### src/rtl/uef_pkg.sv
package uef_pkg;
   // register port addresses
   localparam logic [4:0] A_RXH  = 5'h00;
   localparam logic [4:0] A_IER  = 5'h01;
   localparam logic [4:0] A_ISR  = 5'h02;
   localparam logic [4:0] A_LCR  = 5'h03;
   localparam logic [4:0] A_MCR  = 5'h04;
   localparam logic [4:0] A_LSR  = 5'h05;
   localparam logic [4:0] A_MSR  = 5'h06;
   localparam logic [4:0] A_SPR  = 5'h07;
   localparam logic [4:0] A_EFR  = 5'h08;
   localparam logic [4:0] A_FLOW_START_CHAR_ONE = 5'h09;
   localparam logic [4:0] A_FLOW_START_CHAR_TWO = 5'h0A;
   localparam logic [4:0] A_XOF1 = 5'h0B;
   localparam logic [4:0] A_XOF2 = 5'h0C;
   localparam logic [4:0] A_DLM  = 5'h0D;
   localparam logic [4:0] A_DLL  = 5'h0E;
   localparam logic [4:0] A_DLD  = 5'h0F;
   localparam logic [4:0] A_MSEL = 5'h10;
   // reset and power-up values
   localparam logic [7:0] RST_ISR  = 8'h01;
   localparam logic [7:0] RST_LSR  = 8'h60;
   localparam logic [7:0] RST_SPR  = 8'hFF;
   localparam logic [7:0] DLM_INIT = 8'h00;
   localparam logic [7:0] DLL_INIT = 8'h01;
   // field positions
   localparam int EFR_ENH  = 4;
   localparam int EFR_SPEC = 5;
   localparam int EFR_ARTS = 6;
   localparam int EFR_ACTS = 7;
   localparam int MCR_DTR  = 0;
   localparam int MCR_RTS  = 1;
   localparam int MCR_INT  = 3;
   localparam int LCR_BRK  = 6;
   localparam int IER_RX   = 0;
   localparam int IER_SPEC = 5;
   // bits that only move while enhanced mode is on
   localparam logic [7:0] IER_GATE = 8'hF0;
   localparam logic [7:0] FCR_GATE = 8'h38;
   localparam logic [7:0] MCR_GATE = 8'hE0;
   localparam logic [7:0] EFR_GATE = 8'h0F;
   // receive trigger levels and hysteresis
   localparam logic [6:0] TRIG0 = 7'h08;
   localparam logic [6:0] TRIG1 = 7'h10;
   localparam logic [6:0] TRIG2 = 7'h18;
   localparam logic [6:0] TRIG3 = 7'h1C;
   localparam logic [6:0] HYST  = 7'h04;
endpackage

### src/rtl/uef_match.sv
`timescale 1ns/1ps
module uef_match (
   // compare inputs
   input  wire logic [7:0] A,
   input  wire logic [7:0] B,
   // result
   output logic            HIT
);
   // bit 0 of the pattern lines up with the first received bit
   assign HIT = (A == B);
endmodule

### src/rtl/uef_fifo.sv
`timescale 1ns/1ps
module uef_fifo #(
   parameter int W = 8,
   parameter int D = 32
) (
   // clock and reset
   input  wire logic                 CLK,
   input  wire logic                 RESETN,
   // fill side
   input  wire logic [W-1:0]         IN_DATA,
   input  wire logic                 IN_VALID,
   output logic                      IN_READY,
   // drain side
   output logic [W-1:0]              OUT_DATA,
   output logic                      OUT_VALID,
   input  wire logic                 OUT_READY,
   // fill level
   output logic [$clog2(D+1)-1:0]    LEVEL
);
   localparam int AW = $clog2(D);
   // pointers wrap by overflow, so only powers of two are served
   if (D < 2 || (1 << AW) != D) begin : gen_bad_depth
      $error("uef_fifo depth must be a power of two");
   end
   logic [W-1:0]  mem [D];
   logic [AW-1:0] wp_ff;
   logic [AW-1:0] rp_ff;
   logic [AW:0]   cnt_ff;
   logic          push;
   logic          pop;
   assign IN_READY  = (cnt_ff != (AW+1)'(D));
   assign OUT_VALID = (cnt_ff != '0);
   assign OUT_DATA  = mem[rp_ff];
   assign LEVEL     = cnt_ff;
   assign push      = IN_VALID & IN_READY;
   assign pop       = OUT_VALID & OUT_READY;
   always_ff @(posedge CLK) begin
      if (push) begin
         mem[wp_ff] <= IN_DATA;
      end
   end
   always_ff @(posedge CLK or negedge RESETN) begin
      if (!RESETN) begin
         wp_ff  <= '0;
         rp_ff  <= '0;
         cnt_ff <= '0;
      end else begin
         wp_ff  <= wp_ff + AW'(push);
         rp_ff  <= rp_ff + AW'(pop);
         cnt_ff <= cnt_ff + (AW+1)'(push) - (AW+1)'(pop);
      end
   end
endmodule

### src/rtl/uef_top.sv
// How it works
// - INTERRUPT_ENABLE_REG 7:4, FIFO_CONTROL_REG 5:3, MODEM_CONTROL_REG 7:5 and divisor fraction written only while enhanced is on.
// - clearing the enhanced enable freezes the enhanced configuration bits.
// - reset clears all gated enhanced bits and the divisor fraction.
// - flow select field of the enhanced register changes only while enhanced is on.
// - special detect compares each char with stop char two, stores it, sets status bit 4.
// - pair-one select: independent; pair-two: stop char two dropped, both flags raised.
// - auto request: trigger interrupt, request output high at upper hysteresis level.
// - auto request: request output low again below lower hysteresis level.
// - without auto request the pin follows its modem control bit.
// - auto clear-to-send: transmit held while the input is high.
// - four readable writable start and stop character registers.
// - multidrop mode uses stop char two as the station address.
// - divisor bytes load 0x00 high and 0x01 low at power-up only.
// - the reset pin leaves the divisor bytes untouched.
// - reset: status 0x01, line status 0x60, modem status 0x10, scratchpad 0xFF, others zero.
// - divisor fraction register writes only take effect while enhanced is on.
`timescale 1ns/1ps
module uef_top #(
   parameter int DEPTH = 32
) (
   // clock, reset, enable
   input  wire logic       CLK,
   input  wire logic       RESETN,
   input  wire logic       CE,
   // register port
   input  wire logic [4:0] ADDR,
   input  wire logic [7:0] WDATA,
   input  wire logic       WR,
   input  wire logic       RD,
   output logic      [7:0] RDATA,
   // receive character stream
   input  wire logic [7:0] RX_CHAR,
   input  wire logic       RX_NINTH,
   input  wire logic       RX_VALID,
   output logic            RX_READY,
   // modem and line pins
   input  wire logic       CTS_N,
   output logic            RTS_N,
   output logic            DTR_N,
   output logic            TXD,
   output logic            TX_HOLD,
   // interrupt pin
   output logic            INT_O,
   output logic            INT_OE
);
   // level compares are seven bits wide, deeper fifos cannot be served
   if (DEPTH < 32 || DEPTH > 64) begin : gen_bad_depth
      $error("uef_top needs a depth of 32 to 64");
   end

   typedef struct packed {
      logic [7:0] interrupt_enable_reg;
      logic [7:0] fifo_control_reg;
      logic [7:0] lcr;
      logic [7:0] modem_control_reg;
      logic [7:0] scratchpad_reg;
      logic [7:0] enhanced_feature_control;
      logic [7:0] flow_start_char_one;
      logic [7:0] flow_start_char_two;
      logic [7:0] xof1;
      logic [7:0] xof2;
      logic [7:0] fractional_divisor_reg;
      logic       msel;
      logic       sp;
      logic       xf;
      logic       ovr;
      logic       dcts;
      logic       sw_stop;
      logic       addr_ok;
      logic       cts_s1;
      logic       cts_s2;
      logic       cts_prev;
      logic       rts_n;
      logic       dtr_n;
      logic       txd;
      logic       hold;
      logic       int_o;
      logic       int_oe;
      logic       rx_rdy;
      logic [7:0] rdata;
   } uef_st_t;

   typedef struct packed {
      logic [7:0] divisor_high_byte;
      logic [7:0] dll;
   } uef_div_t;

   localparam uef_st_t ST_RST = '{scratchpad_reg: uef_pkg::RST_SPR, rts_n: 1'b1, dtr_n: 1'b1,
                                  txd: 1'b1, default: '0};

   uef_st_t    s_ff;
   uef_st_t    nxt_s;
   // no reset term: only the power-up value applies
   uef_div_t   div_ff = '{divisor_high_byte: uef_pkg::DLM_INIT, dll: uef_pkg::DLL_INIT};
   uef_div_t   nxt_div;

   logic       enh;
   logic       wr;
   logic       rd;
   logic       m_on1;
   logic       m_on2;
   logic       m_of1;
   logic       m_of2;
   logic       is_on;
   logic       is_off;
   logic       spec;
   logic       take;
   logic       keep;
   logic       push;
   logic       pop;
   logic       f_rdy;
   logic       f_val;
   logic [7:0] f_data;
   logic [6:0] lvl;
   logic [6:0] lvl_n;
   logic [6:0] trig;
   logic [6:0] upper;
   logic [6:0] lower;
   logic       trig_hit;
   logic       auto_rts_n;
   logic [$clog2(DEPTH+1)-1:0] f_lvl;

   uef_match u_on1 (.A(RX_CHAR), .B(s_ff.flow_start_char_one), .HIT(m_on1));
   uef_match u_on2 (.A(RX_CHAR), .B(s_ff.flow_start_char_two), .HIT(m_on2));
   uef_match u_of1 (.A(RX_CHAR), .B(s_ff.xof1), .HIT(m_of1));
   uef_match u_of2 (.A(RX_CHAR), .B(s_ff.xof2), .HIT(m_of2));

   uef_fifo #(.W(8), .D(DEPTH)) u_fifo (
      .CLK      (CLK),
      .RESETN   (RESETN),
      .IN_DATA  (RX_CHAR),
      .IN_VALID (keep),
      .IN_READY (f_rdy),
      .OUT_DATA (f_data),
      .OUT_VALID(f_val),
      .OUT_READY(pop),
      .LEVEL    (f_lvl)
   );

   assign enh   = s_ff.enhanced_feature_control[uef_pkg::EFR_ENH];
   assign wr    = CE & WR;
   assign rd    = CE & RD;
   assign take  = CE & RX_VALID & s_ff.rx_rdy;
   assign lvl   = 7'(f_lvl);
   assign pop   = rd & (ADDR == uef_pkg::A_RXH) & f_val;

   // receive compare pair chosen by the low select bits
   always_comb begin
      is_on  = 1'b0;
      is_off = 1'b0;
      case (s_ff.enhanced_feature_control[1:0])
         2'b10: begin
            is_on  = m_on1;
            is_off = m_of1;
         end
         2'b01: begin
            is_on  = m_on2;
            is_off = m_of2;
         end
         2'b11: begin
            is_on  = m_on1 | m_on2;
            is_off = m_of1 | m_of2;
         end
         default: begin
            is_on  = 1'b0;
            is_off = 1'b0;
         end
      endcase
   end

   // address frames and flow characters never reach the fifo
   // only a character actually taken may raise the flag; the bus may hold a stale match
   assign spec  = take & s_ff.enhanced_feature_control[uef_pkg::EFR_SPEC] & m_of2 & ~(s_ff.msel & RX_NINTH);
   assign keep  = take & ~is_on & ~is_off
                & ~(s_ff.msel & (RX_NINTH | ~s_ff.addr_ok));
   assign push  = keep & f_rdy;

   always_comb begin
      case (s_ff.fifo_control_reg[7:6])
         2'b00:   trig = uef_pkg::TRIG0;
         2'b01:   trig = uef_pkg::TRIG1;
         2'b10:   trig = uef_pkg::TRIG2;
         default: trig = uef_pkg::TRIG3;
      endcase
   end

   assign upper    = trig + uef_pkg::HYST;
   assign lower    = trig - uef_pkg::HYST;
   assign trig_hit = (lvl >= trig);
   assign lvl_n    = lvl + 7'(push) - 7'(pop);

   // hysteresis: between the two levels the pin keeps its last value
   always_comb begin
      if (lvl >= upper) begin
         auto_rts_n = 1'b1;
      end else if (lvl < lower) begin
         auto_rts_n = 1'b0;
      end else begin
         auto_rts_n = s_ff.rts_n;
      end
   end

   always_comb begin
      nxt_s   = s_ff;
      nxt_div = div_ff;
      if (CE) begin
         nxt_s.cts_s1   = CTS_N;
         nxt_s.cts_s2   = s_ff.cts_s1;
         nxt_s.cts_prev = s_ff.cts_s2;
         nxt_s.rx_rdy   = (lvl_n < 7'(DEPTH));
         // a set in the same cycle as a clearing read wins
         if (rd && ADDR == uef_pkg::A_ISR) begin
            nxt_s.sp = 1'b0;
            nxt_s.xf = 1'b0;
         end
         if (rd && ADDR == uef_pkg::A_LSR) begin
            nxt_s.ovr = 1'b0;
         end
         if (rd && ADDR == uef_pkg::A_MSR) begin
            nxt_s.dcts = 1'b0;
         end
         if (s_ff.cts_s2 != s_ff.cts_prev) begin
            nxt_s.dcts = 1'b1;
         end
         if (spec) begin
            nxt_s.sp = 1'b1;
         end
         if (take && is_off) begin
            nxt_s.xf      = 1'b1;
            nxt_s.sw_stop = 1'b1;
         end
         if (take && is_on) begin
            nxt_s.sw_stop = 1'b0;
         end
         if (take && s_ff.msel && RX_NINTH) begin
            nxt_s.addr_ok = m_of2;
         end
         if (keep && !f_rdy) begin
            nxt_s.ovr = 1'b1;
         end
         if (wr) begin
            if (ADDR == uef_pkg::A_IER) begin
               nxt_s.interrupt_enable_reg = enh ? WDATA : ((s_ff.interrupt_enable_reg & uef_pkg::IER_GATE)
                         | (WDATA & ~uef_pkg::IER_GATE));
            end else if (ADDR == uef_pkg::A_ISR) begin
               nxt_s.fifo_control_reg = enh ? WDATA : ((s_ff.fifo_control_reg & uef_pkg::FCR_GATE)
                         | (WDATA & ~uef_pkg::FCR_GATE));
            end else if (ADDR == uef_pkg::A_LCR) begin
               nxt_s.lcr = WDATA;
            end else if (ADDR == uef_pkg::A_MCR) begin
               nxt_s.modem_control_reg = enh ? WDATA : ((s_ff.modem_control_reg & uef_pkg::MCR_GATE)
                         | (WDATA & ~uef_pkg::MCR_GATE));
            end else if (ADDR == uef_pkg::A_SPR) begin
               nxt_s.scratchpad_reg = WDATA;
            end else if (ADDR == uef_pkg::A_EFR) begin
               nxt_s.enhanced_feature_control = enh ? WDATA : ((s_ff.enhanced_feature_control & uef_pkg::EFR_GATE)
                         | (WDATA & ~uef_pkg::EFR_GATE));
            end else if (ADDR == uef_pkg::A_FLOW_START_CHAR_ONE) begin
               nxt_s.flow_start_char_one = WDATA;
            end else if (ADDR == uef_pkg::A_FLOW_START_CHAR_TWO) begin
               nxt_s.flow_start_char_two = WDATA;
            end else if (ADDR == uef_pkg::A_XOF1) begin
               nxt_s.xof1 = WDATA;
            end else if (ADDR == uef_pkg::A_XOF2) begin
               nxt_s.xof2 = WDATA;
            end else if (ADDR == uef_pkg::A_DLM) begin
               nxt_div.divisor_high_byte = WDATA;
            end else if (ADDR == uef_pkg::A_DLL) begin
               nxt_div.dll = WDATA;
            end else if (ADDR == uef_pkg::A_DLD && enh) begin
               nxt_s.fractional_divisor_reg = WDATA;
            end else if (ADDR == uef_pkg::A_MSEL) begin
               nxt_s.msel = WDATA[0];
            end
         end
         if (rd) begin
            if (ADDR == uef_pkg::A_RXH) begin
               nxt_s.rdata = f_val ? f_data : 8'h00;
            end else if (ADDR == uef_pkg::A_IER) begin
               nxt_s.interrupt_enable_reg   = nxt_s.interrupt_enable_reg;
               nxt_s.rdata = s_ff.interrupt_enable_reg;
            end else if (ADDR == uef_pkg::A_ISR) begin
               nxt_s.rdata = {2'b00, s_ff.xf, s_ff.sp, 1'b0, trig_hit, 1'b0, ~s_ff.int_o};
            end else if (ADDR == uef_pkg::A_LCR) begin
               nxt_s.rdata = s_ff.lcr;
            end else if (ADDR == uef_pkg::A_MCR) begin
               nxt_s.rdata = s_ff.modem_control_reg;
            end else if (ADDR == uef_pkg::A_LSR) begin
               nxt_s.rdata = (uef_pkg::RST_LSR & 8'h60) | {6'h00, s_ff.ovr, f_val};
            end else if (ADDR == uef_pkg::A_MSR) begin
               nxt_s.rdata = {3'b000, ~s_ff.cts_s2, 3'b000, s_ff.dcts};
            end else if (ADDR == uef_pkg::A_SPR) begin
               nxt_s.rdata = s_ff.scratchpad_reg;
            end else if (ADDR == uef_pkg::A_EFR) begin
               nxt_s.rdata = s_ff.enhanced_feature_control;
            end else if (ADDR == uef_pkg::A_FLOW_START_CHAR_ONE) begin
               nxt_s.rdata = s_ff.flow_start_char_one;
            end else if (ADDR == uef_pkg::A_FLOW_START_CHAR_TWO) begin
               nxt_s.rdata = s_ff.flow_start_char_two;
            end else if (ADDR == uef_pkg::A_XOF1) begin
               nxt_s.rdata = s_ff.xof1;
            end else if (ADDR == uef_pkg::A_XOF2) begin
               nxt_s.rdata = s_ff.xof2;
            end else if (ADDR == uef_pkg::A_DLM) begin
               nxt_s.rdata = div_ff.divisor_high_byte;
            end else if (ADDR == uef_pkg::A_DLL) begin
               nxt_s.rdata = div_ff.dll;
            end else if (ADDR == uef_pkg::A_DLD) begin
               nxt_s.rdata = s_ff.fractional_divisor_reg;
            end else if (ADDR == uef_pkg::A_MSEL) begin
               nxt_s.rdata = {7'h00, s_ff.msel};
            end else begin
               nxt_s.rdata = 8'h00;
            end
         end
         // auto mode only acts once software has asserted the request bit
         if (s_ff.enhanced_feature_control[uef_pkg::EFR_ARTS]) begin
            nxt_s.rts_n = s_ff.modem_control_reg[uef_pkg::MCR_RTS] ? auto_rts_n : 1'b1;
         end else begin
            nxt_s.rts_n = ~s_ff.modem_control_reg[uef_pkg::MCR_RTS];
         end
         nxt_s.dtr_n  = ~s_ff.modem_control_reg[uef_pkg::MCR_DTR];
         nxt_s.txd    = ~s_ff.lcr[uef_pkg::LCR_BRK];
         nxt_s.hold   = (s_ff.enhanced_feature_control[uef_pkg::EFR_ACTS] & s_ff.cts_s2) | s_ff.sw_stop;
         nxt_s.int_o  = ((s_ff.sp | s_ff.xf) & s_ff.interrupt_enable_reg[uef_pkg::IER_SPEC])
                      | (trig_hit & s_ff.interrupt_enable_reg[uef_pkg::IER_RX]);
         nxt_s.int_oe = s_ff.modem_control_reg[uef_pkg::MCR_INT];
      end
   end

   always_ff @(posedge CLK or negedge RESETN) begin
      if (!RESETN) begin
         s_ff <= ST_RST;
      end else begin
         s_ff <= nxt_s;
      end
   end

   always_ff @(posedge CLK) begin
      div_ff <= nxt_div;
   end

   assign RDATA    = s_ff.rdata;
   assign RX_READY = s_ff.rx_rdy;
   assign RTS_N    = s_ff.rts_n;
   assign DTR_N    = s_ff.dtr_n;
   assign TXD      = s_ff.txd;
   assign TX_HOLD  = s_ff.hold;
   assign INT_O    = s_ff.int_o;
   assign INT_OE   = s_ff.int_oe;

   property p_ier_gate;
      @(posedge CLK) disable iff (!RESETN)
      (wr && ADDR == uef_pkg::A_IER && !enh) |=> (s_ff.interrupt_enable_reg[7:4] == $past(s_ff.interrupt_enable_reg[7:4]));
   endproperty
   a_ier_gate: assert property (p_ier_gate) else $error("ier upper bits changed while locked");

   property p_mcr_gate;
      @(posedge CLK) disable iff (!RESETN)
      (wr && ADDR == uef_pkg::A_MCR && !enh) |=> (s_ff.modem_control_reg[7:5] == $past(s_ff.modem_control_reg[7:5]));
   endproperty
   a_mcr_gate: assert property (p_mcr_gate) else $error("mcr upper bits changed while locked");

   property p_efr_sel;
      @(posedge CLK) disable iff (!RESETN)
      (wr && ADDR == uef_pkg::A_EFR && !enh) |=> $stable(s_ff.enhanced_feature_control[3:0]);
   endproperty
   a_efr_sel: assert property (p_efr_sel) else $error("flow select changed while locked");

   property p_dld_lock;
      @(posedge CLK) disable iff (!RESETN)
      (!enh && !$past(enh)) |-> $stable(s_ff.fractional_divisor_reg);
   endproperty
   a_dld_lock: assert property (p_dld_lock) else $error("divisor fraction changed while locked");

   property p_spec_set;
      @(posedge CLK) disable iff (!RESETN)
      (take && s_ff.enhanced_feature_control[5] && m_of2 && !s_ff.msel) |=> s_ff.sp;
   endproperty
   a_spec_set: assert property (p_spec_set) else $error("special flag not set on match");

   property p_x2_drop;
      @(posedge CLK) disable iff (!RESETN)
      (take && s_ff.enhanced_feature_control[1:0] == 2'b01 && m_of2) |-> (!push ##1 (s_ff.xf && s_ff.sw_stop));
   endproperty
   a_x2_drop: assert property (p_x2_drop) else $error("stop char two stored or no flag");

   property p_rts_high;
      @(posedge CLK) disable iff (!RESETN)
      (CE && s_ff.enhanced_feature_control[6] && s_ff.modem_control_reg[1] && lvl >= upper) |=> RTS_N;
   endproperty
   a_rts_high: assert property (p_rts_high) else $error("request not released at upper level");

   property p_rts_low;
      @(posedge CLK) disable iff (!RESETN)
      (CE && s_ff.enhanced_feature_control[6] && s_ff.modem_control_reg[1] && lvl < lower) |=> !RTS_N;
   endproperty
   a_rts_low: assert property (p_rts_low) else $error("request not asserted below lower level");

   property p_rts_gpo;
      @(posedge CLK) disable iff (!RESETN)
      (CE && !s_ff.enhanced_feature_control[6]) |=> (RTS_N == !$past(s_ff.modem_control_reg[1]));
   endproperty
   a_rts_gpo: assert property (p_rts_gpo) else $error("request pin not following mcr");

   property p_cts_hold;
      @(posedge CLK) disable iff (!RESETN)
      (CE && s_ff.enhanced_feature_control[7] && s_ff.cts_s2) |=> TX_HOLD;
   endproperty
   a_cts_hold: assert property (p_cts_hold) else $error("transmit not held on clear-to-send high");
endmodule

### config.mk
export PLATFORM = sky130hd
export DESIGN_NAME = uef_top
export DESIGN_NICKNAME = d
export VERILOG_FILES = /design/src/rtl/uef_pkg.sv /design/src/rtl/uef_match.sv /design/src/rtl/uef_fifo.sv /design/src/rtl/uef_top.sv
export SDC_FILE = /design/constraint.sdc
export NUM_CORES = 1
export LEC_CHECK = 0
export BUFFER_PORTS_ARGS = -buffer_cell sky130_fd_sc_hd__buf_2
export CAP_MARGIN = 20
export CORE_MARGIN = 3
export CORE_UTILIZATION = 65
export DETAILED_ROUTE_END_ITERATION = 16
export PLACE_DENSITY = 0.89
export SLEW_MARGIN = 25
export SYNTH_ARGS = -nofsm -noshare
export SYNTH_HDL_FRONTEND = slang
export SYNTH_SLANG_ARGS = --single-unit
### constraint.sdc
create_clock -name CLK -period 7.47 [get_ports CLK]
set_input_delay 0.3735 -clock CLK [delete_from_list [all_inputs] [get_ports CLK]]
set_output_delay 0.3735 -clock CLK [all_outputs]
set_load 0.02 [all_outputs]
==> results_dict.tcl <==
set metrics [dict create \
    seqPwrFrac_pct 49.0 \
    syn_avg_cell_area_sq_um 15.8 \
    clockPowerShare_pct 34.9 \
    clockBufferDepth 3 \
    area_growth_pct 8.98 \
    power.switching_uw 1450 \
    drt_iter0_drc 1564 \
    tns_ns 0 \
    grt_pass1_wl_mm 65.7 \
    vias 10400 \
    holdBufCountCts 1 \
    intPower_uw 3890 \
    root_buffer "clkbuf_16" \
    avgViaCountPerCell 7.02 \
    p_sw_share_pct 27.2 \
    drc_errors 0 \
    wirelength_mm 42.7 \
    status "finished, final reports clean" \
    hold_path.class "input port to register" \
    cp_data_required_time_ns 7.86 \
    track_usage_pct 30.6 \
    io_pins 44 \
    worst_pin_slew_ns 1.00 \
    cts_resized 0 \
    dieArea_sq_um 28700 \
    postPlaceCellArea_sq_um 17700 \
    antenna_left 0 \
    slew_headroom_pct 32.5 \
    min_period_over_period_pct 46.7 \
    cts_setup_buffers 0 \
    crit_fanout 35 \
    fin_skew_ns 0.0214 \
    pwr-share-comb_pct 16.1 \
    first_pass_iters 5 \
    yosysWarningCount 0 \
    vdd_drop_max_mv 0.332 \
    cts_tree "done" \
    row_count 59 \
    worst_setup_path_start_kind "register" \
    ys_types 70 \
    place_congestion 0.955 \
    rsz0062_at_grt "false" \
    critPathCaptureType "register" \
    setup-violations-final 0 \
    dp_hpwl_mm 26.6 \
    worstSetupPathType "register to register" \
    clkSinkCount 395 \
    die_w_um 169 \
    cts_buffers 39 \
    wl_per_cell_um 28.8 \
    fin_crit_ns 3.49 \
    cp.arrival_ns 3.88 \
    clk_pin_slew_ns 0.06 \
    synth_flop_cell "edfxtp_1" \
    finalNetCount 1174 \
    fp.dieH_um 169 \
    p_leak_uw 0.00680 \
    maxSlewViolCount 0 \
    grt_max_degree 79 \
    htreeDepth 2 \
    syn_area_sq_um 17300 \
    start_util_pct 66.3 \
    hold_viol_final 0 \
    final_cell_area_sq_um 18900 \
    grt_pass1_vias 10600 \
    synth_cells 1095 \
    synth_edf_count 272 \
    power.density_nw_per_um2 282 \
    grt-ovfl-total 0 \
    max_cap_violations 0 \
    port_buffers 43 \
    fp.coreArea_sq_um 26100 \
    synthesis.nets 1156 \
    ys_seq_area_share_pct 64.9 \
    antenna_found_initial 1 \
    ys_ff_latch 395 \
    final_util_pct 72.3 \
    synthArstFlopShare_pct 31.1 \
    drive_gt1_share_pct 25.3 \
    clk_latency_ns 0.54 \
    p_total_uw 5340 \
    fmax_ghz 0.287 \
]
[kinds of logic (layout without fill, tap and decap cells)]
group,count (synthesis),count (layout),share of synthesized area (%)
flops,395,395,64.9
simple gates,221,221,6.33
mux,175,175,16.5
compound gates,134,134,5.22
buf+inv,94,143,2.43
xor+xnor,44,44,2.22
fa+ha+maj,32,32,2.35
other cells,0,1,0
[path summary, 6_finish.rpt]
path,startpoint,to,slack (ns),cells past startpoint
worst min-delay path,CTS_N,s_ff[17],0.08,2
worst max register to register,u_fifo.rp_ff[0],RDATA[1],3.98,7
worst max-delay path,u_fifo.rp_ff[0],RDATA[1],3.98,7
min in group asynchronous,RESETN,s_ff[103],0.41,2
max in group asynchronous,RESETN,s_ff[59],5.92,3
worst min register to register,TXD,TXD,0.46,2
[cells in the final DEF, fill, tap and decap left out, types with 8 or more instances in the layout]
cell | Yosys | routed
mux2i_1 | 9 | 9
xor2_1 | 15 | 15
clkbuf_16 | 0 | 39
a22oi_1 | 8 | 8
edfxtp_1 | 272 | 272
xnor2_1 | 29 | 29
nand3_1 | 22 | 22
nand4_1 | 11 | 11
a21oi_1 | 38 | 38
dfrtp_1 | 112 | 110
inv_1 | 23 | 23
nand2_1 | 49 | 49
a31oi_1 | 8 | 8
ha_1 | 31 | 31
o21ai_0 | 20 | 20
buf_2 | 12 | 42
mux2_2 | 86 | 86
dfstp_2 | 11 | 11
nor3_1 | 11 | 11
nor2_1 | 67 | 67
mux4_2 | 80 | 80
clkbuf_1 | 36 | 13
[through the flow]
stage | std cells | setup WS, ns | hold WS [ns]
3_3_place_gp | 1406 | 3.80 | 0.415
3_5_place_dp | 1406 | 3.67 | 0.417
6_report | 1480 | 3.98 | 0.0795
4_1_cts | 1479 | 3.93 | 0.0681
5_1_grt | 1479 | 3.73 | 0.0795
2_1_floorplan | 1095 | 4.59 | 0.0779
[layout make-up]
type                       count  area, sq um
antenna                        1         2.50
clock buffer                  56         1080
clock inverter                16          124
fill                        1591         7240
inverter                      23         86.3
multi-input combinational    606         5660
sequential                   395        11300
tap                          335          419
timing repair buffer          48          262
[Yosys cell counts (all sizes together) (21+ instances only)]
master    n  share of area (%)
xnor2    29                1.5
nor2     67                1.5
inv      23               0.50
dfrtp   112                 16
clkbuf   37               0.81
ha       31                2.2
a21oi    38                1.1
nand3    22               0.64
edfxtp  272                 47
mux2     86                5.6
buf      34                1.1
o21ai    21               0.61
nand2    49                1.1
mux4     80                 10
[power by group through the flow]
stage	Sequential [uW]	Clock, uW	Combinational, uW
global placement	2640	0	805
global route	2630	1960	943
detailed placement	2650	0	845
finish	2610	1860	861
floorplan	2570	0	671
CTS	2610	1880	862
[sequential cells by signal, indices dropped and copies added (netlist names), 5 cells and up]
register,cells
u_fifo.wp_ff,5
div_ff,16
RDATA,8
u_fifo.LEVEL,6
u_fifo.rp_ff,5
s_ff,91
u_fifo.mem,256
[metal layers]
layer	GRT usage [%]	wire, um	share of wire [%]	vias up
li1	-	-	-	4267
met1	41.8	16000	38	5269
met2	47.9	20300	48	683
met3	7.64	4210	9.9	166
met4	12.9	2070	4.9	2
met5	0	7	0.016	-
[critical path: stages (launching register included)]
cell and delay, ns:
dfrtp_4 0.88, buf_4 0.63, mux4_2 0.60, mux4_2 0.52
mux2i_1 0.31, nor2_1 0.09, nor2_1 0.16, a31oi_1 0.10
Power figures use the tool's default switching activity.
